--- config.mk ---
export PLATFORM = sky130hd
export DESIGN_NAME = line_event_interrupt_status
export DESIGN_NICKNAME = d
export VERILOG_FILES = /design/src/rtl/line_irq_pkg.sv /design/src/rtl/line_event_interrupt_status.sv
export SDC_FILE = /design/constraint.sdc
export NUM_CORES = 1
export LEC_CHECK = 0
export BUFFER_PORTS_ARGS = -buffer_cell sky130_fd_sc_hd__buf_4
export CORE_ASPECT_RATIO = 0.75
export CORE_MARGIN = 1
export CORE_UTILIZATION = 63
export CTS_BUF_LIST = sky130_fd_sc_hd__clkbuf_4 sky130_fd_sc_hd__clkbuf_8
export CTS_CLUSTER_DIAMETER = 80
export DETAILED_ROUTE_END_ITERATION = 10
export PLACE_DENSITY = 0.89
export REMOVE_ABC_BUFFERS = 1
export SYNTH_ARGS = -nofsm -noshare
export SYNTH_HDL_FRONTEND = slang
export SYNTH_SLANG_ARGS = --single-unit
--- constraint.sdc ---
create_clock -name clock_i -period 3.61 [get_ports clock_i]
set_input_delay 0.722 -clock clock_i [delete_from_list [all_inputs] [get_ports clock_i]]
set_output_delay 0.722 -clock clock_i [all_outputs]
set_load 0.02 [all_outputs]
--- src/rtl/line_irq_pkg.sv ---
// constants and carrier types for the line event interrupt status block
package line_irq_pkg;
    // register map, byte offsets on the plain port
    localparam logic [11:0] ADDR_LIVE_ONE = 12'h7e1;
    localparam logic [11:0] ADDR_LINE_FLAGS = 12'h7e2;
    localparam logic [11:0] ADDR_CODE_FLAGS = 12'h7e0;
    localparam logic [11:0] ADDR_CODE_ENABLE = 12'h7e8;
    localparam logic [11:0] ADDR_LINE_ENABLE = 12'h7e9;
    localparam logic [11:0] ADDR_CONFIG = 12'h7ea;
    // field positions in the second status register
    localparam int BIT_COUNT_OVF = 0;
    localparam int BIT_PATTERN_ERR = 1;
    localparam int BIT_LINE_ZEROS = 2;
    localparam int BIT_SYS_ZEROS = 3;
    localparam int BIT_LINE_VIOL = 4;
    localparam int BIT_SYS_VIOL = 5;
    localparam int LINE_FLAG_COUNT = 6;
    // field positions for the inband code flags
    localparam int BIT_DEACT_CODE = 0;
    localparam int BIT_ACT_CODE = 1;
    localparam int CODE_FLAG_COUNT = 2;
    // configuration register field
    localparam int BIT_EDGE_SELECT = 0;
    // reset values
    localparam logic [7:0] RESET_FLAGS = 8'h00;
    localparam logic [7:0] RESET_ENABLE = 8'h00;
    localparam logic [15:0] RESET_COUNT = 16'h0000;

    // live detector inputs grouped together
    typedef struct packed {
        logic activate_code_live;
        logic deactivate_code_live;
        logic system_violation;
        logic line_violation;
        logic system_zeros;
        logic line_zeros;
        logic pattern_error;
    } line_events_t;

    // register port request
    typedef struct packed {
        logic [11:0] addr;
        logic [7:0] wdata;
        logic write;
        logic read;
    } reg_req_t;
endpackage

--- src/rtl/line_event_interrupt_status.sv ---
// interrupt status latches for inband codes and line error events
//
// Contract
// - activate code flag latches on a rise of its live bit, or any edge if edge select is set, and drives the interrupt.
// - deactivate code flag latches on a rise of its live bit, or any edge if edge select is set, and drives the interrupt.
// - bit five of the second status register latches system-side bipolar violations.
// - bit four of the second status register latches line-side bipolar violations.
// - bit three of the second status register latches system-side excessive zeros.
// - bit two of the second status register latches line-side excessive zeros.
// - bit one of the second status register latches pattern checker bit errors.
// - bit zero of the second status register latches a wrap of the sixteen-bit error counter.
//
// The plain strobed port is this design's own decision.
`timescale 1ns/1ps
`default_nettype none

module line_event_interrupt_status #(
    parameter int COUNT_WIDTH = 16
) (
    input wire logic clock_i,
    input wire logic rst_n_i,
    input wire line_irq_pkg::line_events_t events_i,
    input wire logic [11:0] reg_addr_i,
    input wire logic [7:0] reg_wdata_i,
    input wire logic reg_write_i,
    input wire logic reg_read_i,
    output logic [7:0] reg_rdata_o,
    output logic irq_o
);

    // live inputs come from another domain: two flops each
    line_irq_pkg::line_events_t sync1_q;
    line_irq_pkg::line_events_t sync2_q;
    line_irq_pkg::line_events_t prev_q;
    line_irq_pkg::reg_req_t req;

    logic [line_irq_pkg::CODE_FLAG_COUNT-1:0] code_flags_q;
    logic [line_irq_pkg::CODE_FLAG_COUNT-1:0] code_set;
    logic [line_irq_pkg::CODE_FLAG_COUNT-1:0] code_clr;
    logic [line_irq_pkg::CODE_FLAG_COUNT-1:0] code_live;
    logic [line_irq_pkg::CODE_FLAG_COUNT-1:0] code_prev;
    logic [line_irq_pkg::LINE_FLAG_COUNT-1:0] line_flags_q;
    logic [line_irq_pkg::LINE_FLAG_COUNT-1:0] line_set;
    logic [line_irq_pkg::LINE_FLAG_COUNT-1:0] line_clr;
    logic [7:0] code_enable_q;
    logic [7:0] line_enable_q;
    logic edge_select_q;
    logic [COUNT_WIDTH-1:0] error_count_q;
    logic count_wrap;
    logic [7:0] rdata_d;

    // decoding of a write to one register, used for every write target
    function automatic logic hit_write(
        input line_irq_pkg::reg_req_t r,
        input logic [11:0] a
    );
        hit_write = r.write && (r.addr == a);
    endfunction

    assign req = '{addr: reg_addr_i, wdata: reg_wdata_i,
                   write: reg_write_i, read: reg_read_i};

    // synchroniser; only the second stage feeds the edge detectors
    always_ff @(posedge clock_i)
    begin
        if (!rst_n_i)
        begin
            sync1_q <= '0;
            sync2_q <= '0;
            prev_q <= '0;
        end
        else
        begin
            sync1_q <= events_i;
            sync2_q <= sync1_q;
            prev_q <= sync2_q;
        end
    end

    // configuration and enable registers
    always_ff @(posedge clock_i)
    begin
        if (!rst_n_i)
        begin
            edge_select_q <= 1'b0;
            code_enable_q <= line_irq_pkg::RESET_ENABLE;
            line_enable_q <= line_irq_pkg::RESET_ENABLE;
        end
        else
        begin
            if (hit_write(req, line_irq_pkg::ADDR_CONFIG))
            begin
                edge_select_q <= req.wdata[line_irq_pkg::BIT_EDGE_SELECT];
            end
            if (hit_write(req, line_irq_pkg::ADDR_CODE_ENABLE))
            begin
                code_enable_q <= req.wdata;
            end
            if (hit_write(req, line_irq_pkg::ADDR_LINE_ENABLE))
            begin
                line_enable_q <= req.wdata;
            end
        end
    end

    // pattern error counter; wrap to zero marks an overflow
    always_ff @(posedge clock_i)
    begin
        if (!rst_n_i)
        begin
            error_count_q <= COUNT_WIDTH'(line_irq_pkg::RESET_COUNT);
        end
        else if (sync2_q.pattern_error && !prev_q.pattern_error)
        begin
            error_count_q <= error_count_q + COUNT_WIDTH'(1);
        end
    end

    assign count_wrap = sync2_q.pattern_error && !prev_q.pattern_error
                        && (&error_count_q);

    assign code_live = {sync2_q.activate_code_live,
                        sync2_q.deactivate_code_live};
    assign code_prev = {prev_q.activate_code_live,
                        prev_q.deactivate_code_live};

    // inband code edge detection, one per code flag
    genvar g;
    generate
        for (g = 0; g < line_irq_pkg::CODE_FLAG_COUNT; g++)
        begin : g_code
            assign code_set[g] = edge_select_q ?
                (code_live[g] ^ code_prev[g]) :
                (code_live[g] & ~code_prev[g]);
        end
    endgenerate

    // line event sources; rising edges so a held error counts once
    always_comb
    begin
        line_set = '0;
        line_set[line_irq_pkg::BIT_SYS_VIOL] =
            sync2_q.system_violation & ~prev_q.system_violation;
        line_set[line_irq_pkg::BIT_LINE_VIOL] =
            sync2_q.line_violation & ~prev_q.line_violation;
        line_set[line_irq_pkg::BIT_SYS_ZEROS] =
            sync2_q.system_zeros & ~prev_q.system_zeros;
        line_set[line_irq_pkg::BIT_LINE_ZEROS] =
            sync2_q.line_zeros & ~prev_q.line_zeros;
        line_set[line_irq_pkg::BIT_PATTERN_ERR] =
            sync2_q.pattern_error & ~prev_q.pattern_error;
        line_set[line_irq_pkg::BIT_COUNT_OVF] = count_wrap;
    end

    assign code_clr = hit_write(req, line_irq_pkg::ADDR_CODE_FLAGS) ?
        req.wdata[line_irq_pkg::CODE_FLAG_COUNT-1:0] : '0;
    assign line_clr = hit_write(req, line_irq_pkg::ADDR_LINE_FLAGS) ?
        req.wdata[line_irq_pkg::LINE_FLAG_COUNT-1:0] : '0;

    // sticky flags; a set in the clearing cycle wins so no event is lost
    always_ff @(posedge clock_i)
    begin
        if (!rst_n_i)
        begin
            code_flags_q <= line_irq_pkg::RESET_FLAGS[1:0];
            line_flags_q <= line_irq_pkg::RESET_FLAGS[5:0];
        end
        else
        begin
            code_flags_q <= (code_flags_q & ~code_clr) | code_set;
            line_flags_q <= (line_flags_q & ~line_clr) | line_set;
        end
    end

    // enabled flags drive the level interrupt
    always_ff @(posedge clock_i)
    begin
        if (!rst_n_i)
        begin
            irq_o <= 1'b0;
        end
        else
        begin
            irq_o <= |(line_flags_q & line_enable_q[5:0])
                   | |(code_flags_q & code_enable_q[1:0]);
        end
    end

    // read mux; unmapped addresses read zero
    always_comb
    begin
        rdata_d = 8'h00;
        unique case (req.addr)
            line_irq_pkg::ADDR_LINE_FLAGS: rdata_d = {2'b00, line_flags_q};
            line_irq_pkg::ADDR_CODE_FLAGS: rdata_d = {6'h00, code_flags_q};
            line_irq_pkg::ADDR_LIVE_ONE: rdata_d = {6'h00, code_live};
            line_irq_pkg::ADDR_CODE_ENABLE: rdata_d = code_enable_q;
            line_irq_pkg::ADDR_LINE_ENABLE: rdata_d = line_enable_q;
            line_irq_pkg::ADDR_CONFIG: rdata_d = {7'h00, edge_select_q};
            default: rdata_d = 8'h00;
        endcase
    end

    // read data stands one cycle after the strobe only
    always_ff @(posedge clock_i)
    begin
        if (!rst_n_i)
        begin
            reg_rdata_o <= 8'h00;
        end
        else
        begin
            reg_rdata_o <= req.read ? rdata_d : 8'h00;
        end
    end

endmodule

`default_nettype wire

==> results.sh <==
export IMPL_status="completed"
export IMPL_reg2reg_setup_slack_ps=1860
export IMPL_initial_utilization_pct=68.3
export IMPL_synth_common_cells="71 x dfxtp_1, 36 x nor2_1, 23 x mux2i_1, 21 x and2_1, 12 x a21oi_1"
export IMPL_hold_viol_final=0
export IMPL_end_kind="register"
export IMPL_grt_pass1_wl_um=9590
export IMPL_grt_pass1_vias=2039
export IMPL_drv_slew=0
export IMPL_max_freq_ghz=0.474
export IMPL_p_seq_share_pct=54.8
export IMPL_overflow=0
export IMPL_slowest_stage="or4_1"
export IMPL_synthMostInstantiatedCell="dfxtp_1"
export IMPL_cts_root_buf="clkbuf_8"
export IMPL_path_cells="buf_4 > nand4b_1 > or4_1 > mux2i_1 > nor2_1"
export IMPL_critPathMaxFanout=8
export IMPL_hp_start="sync1_q[2]$_SDFF_PN0_"
export IMPL_layout_drive_gt1_share_pct=19.9
export IMPL_grt_antenna_before_repair=0
export IMPL_path_clk_slew_ps=70
export IMPL_power_switching_uw=337
export IMPL_core_um2=4200
export IMPL_finalWorstSetupSlack_ps=1500
export IMPL_gp_congestion=0.887
export IMPL_cts_setup_buffers=0
export IMPL_p_comb_share_pct=5.6
export IMPL_grt_max_degree=33
export IMPL_cap_violations=0
export IMPL_synth_flop_cell="dfxtp_1"
export IMPL_clkLatencyLatePin_ps=340
export IMPL_dp_hpwl_um=3900
export IMPL_viasPerCell=5.75
export IMPL_area_delta_synth_final_pct=18.0
export IMPL_r2r_worst_path_cells=4
export IMPL_clockBufferDepth=2
export IMPL_num_antenna_cells=0
export IMPL_synth_edf_count=0
export IMPL_p_sw_share_pct=22.9
export IMPL_fillers=279
export IMPL_pwr_density_cell_nw_per_um2=434
export IMPL_drc=0
export IMPL_yosys_warnings=0
export IMPL_p_clk_share_pct=39.7
export IMPL_synth_seq_area_share_pct=49.5
export IMPL_die_h_um=60.5
export IMPL_cts_buffers=9
export IMPL_ant_nets=0
export IMPL_final_min_clock_period_ps=2110
export IMPL_finalNetCount=370
export IMPL_rr_endpoint="error_count_q[15]$_SDFFE_PN0P_"
export IMPL_synth_area_per_cell_um2=9.73
export IMPL_fin_area_um2=3390
export IMPL_fin_crit_sh_pct=58.4
export IMPL_power_leakage_nw=1.34
export IMPL_wl_per_cell_um=15.2
export IMPL_die_w_um=80.0
export IMPL_required_ps=3850
export IMPL_hold_end="sync2_q[2]$_SDFF_PN0_"
export IMPL_whs_path_depth=1
export IMPL_rsz0062_at_grt="false"
export IMPL_rows=20
export IMPL_syn_cell_area_um2=2870
export IMPL_yosys_register_bits=71
export IMPL_fin_setup_tns_ps=0
export IMPL_seqCellArea_um2=1420
export IMPL_synth_top_area_share_pct=49.5
export IMPL_reg2reg_from="sync2_q[0]$_SDFF_PN0_"
export IMPL_synth_cell_types=43
export IMPL_timing_hold_worst_class="register to register"
export IMPL_crit_type="input port to register"
export IMPL_multi_input_area_um2=1370
export IMPL_ctsHoldBuffers=0
export IMPL_dr_first_iter_drc_count=223
export IMPL_slowest_delay_ps=820
export IMPL_io_buffer_count=39
export IMPL_drt_first_pass_iters=5
export IMPL_cp_buffers_inverters=1
export IMPL_finalClockSkew_ps=5.75
export IMPL_ios=40
export IMPL_routed_wl_um=6030
export IMPL_vias=2278
export IMPL_startpoint_type="input port"
export IMPL_setup_viol=0
export IMPL_p_int_mw=1.13
export IMPL_htreeDepth=3
export IMPL_cts_resized=0
export IMPL_synth_async_reset_ratio_pct=0
export IMPL_post_place_ws_ps=1250
export IMPL_clock_sinks=71
export IMPL_arrival_ps=2340
export IMPL_critPathTopFamily="simple AND/OR/NAND/NOR gates"
export IMPL_grtUsageTotal_pct=27.1
export IMPL_cts_tree="built"
export IMPL_synth_area_leaders="dfxtp_1 49%, mux2i_1 8.0%, nor2_1 4.7%"
export IMPL_synthCells=295
export IMPL_dieArea_um2=4830
export IMPL_yosys_area_top_type="dfxtp_1"
export IMPL_slew_limit_headroom_pct=51.0
export IMPL_tightest_slew_ps=729
export IMPL_vdd_drop_max_v=0.000393
export IMPL_dpl_cell_area_um2=3200
[placed cells by master, fill, tap and decap left out, drive strengths merged, types with 4 or more instances in the layout]
cell and count:
nand2b 4, xor2 5, inv 7, dfxtp 71, a21oi 12, nand2 9, and2 21, nand3b 4
clkinv 4, nor2b 10, nand3 4, nor3b 4, nand4 4, a31oi 5, nand4b 4, nor2 36
mux2 4, nor3 5, nor4 6, mux2i 23, buf 41, o21ai 11, xnor2 6, a22oi 8
clkbuf 12
[cell type report]
| type | count | area share (%) |
|---|---|---|
| inverter | 8 | 0.886 |
| clock buffer | 12 | 4.69 |
| timing repair buffer | 41 | 9.08 |
| clock inverter | 4 | 0.886 |
| tap | 55 | 2.03 |
| sequential | 71 | 41.9 |
| multi-input combinational | 205 | 40.5 |
[registers in the layout, summed over array words and instances (netlist names), 5 cells and up]
| signal | flops |
|---|---|
| sync1_q | 7 |
| prev_q | 5 |
| line_flags_q | 6 |
| error_count_q | 16 |
| sync2_q | 5 |
| reg_rdata_o | 8 |
| line_enable_q | 8 |
| code_enable_q | 8 |
[stage by stage]
stage          instances  util, %  total power [mW]  hold WS [ps]
5_1_grt              396     80.6              1.53           447
4_1_cts              396     80.6              1.48           440
2_1_floorplan        284        -             0.855           412
3_3_place_gp         380     76.1             0.901           414
3_5_place_dp         380     76.1             0.904           420
6_report             396     80.6              1.47           434
[how the worst max path moves through the flow]
stage                   start                       endpoint  cells after the start
6_report       reg_addr_i[11]  code_enable_q[4]$_SDFFE_PN0P_                      5
5_1_grt        reg_addr_i[11]  code_enable_q[5]$_SDFFE_PN0P_                      5
4_1_cts        reg_addr_i[11]  code_enable_q[4]$_SDFFE_PN0P_                      5
3_5_place_dp   reg_addr_i[11]  code_enable_q[4]$_SDFFE_PN0P_                      5
3_3_place_gp   reg_addr_i[11]  code_enable_q[4]$_SDFFE_PN0P_                      5
2_1_floorplan  reg_addr_i[11]  code_enable_q[0]$_SDFFE_PN0P_                      4
[kinds of logic after synthesis]
family / Yosys count / share of synthesized area, %
AOI/OAI and AO/OA: 42 / 8.85
xor gates and xnor gates: 11 / 3.36
adders and majority gates: 3 / 1.31
buffers and inverters: 19 / 2.74
DFF: 71 / 49.5
muxes: 27 / 9.59
and+or+nand+nor: 122 / 24.7
[metal layers]
metal | vias to the layer above | share of wire, % | GRT usage [%]
met1 | 1039 | 45 | 33.4
met3 | 12 | 7.6 | 11.3
met2 | 117 | 46 | 43.1
li1 | 1110 | - | -
met5 | - | 0 | 0
met4 | 0 | 1.3 | 10.7
[power by group through the flow]
stage | clock network [mW] | logic (mW) | registers, mW
finish | 0.584 | 0.0818 | 0.805
global placement | 0 | 0.0782 | 0.822
CTS | 0.592 | 0.0814 | 0.805
global route | 0.634 | 0.0878 | 0.806
detailed placement | 0 | 0.0806 | 0.823
floorplan | 0 | 0.0344 | 0.820
No activity file was read; power rests on OpenSTA's default activity.
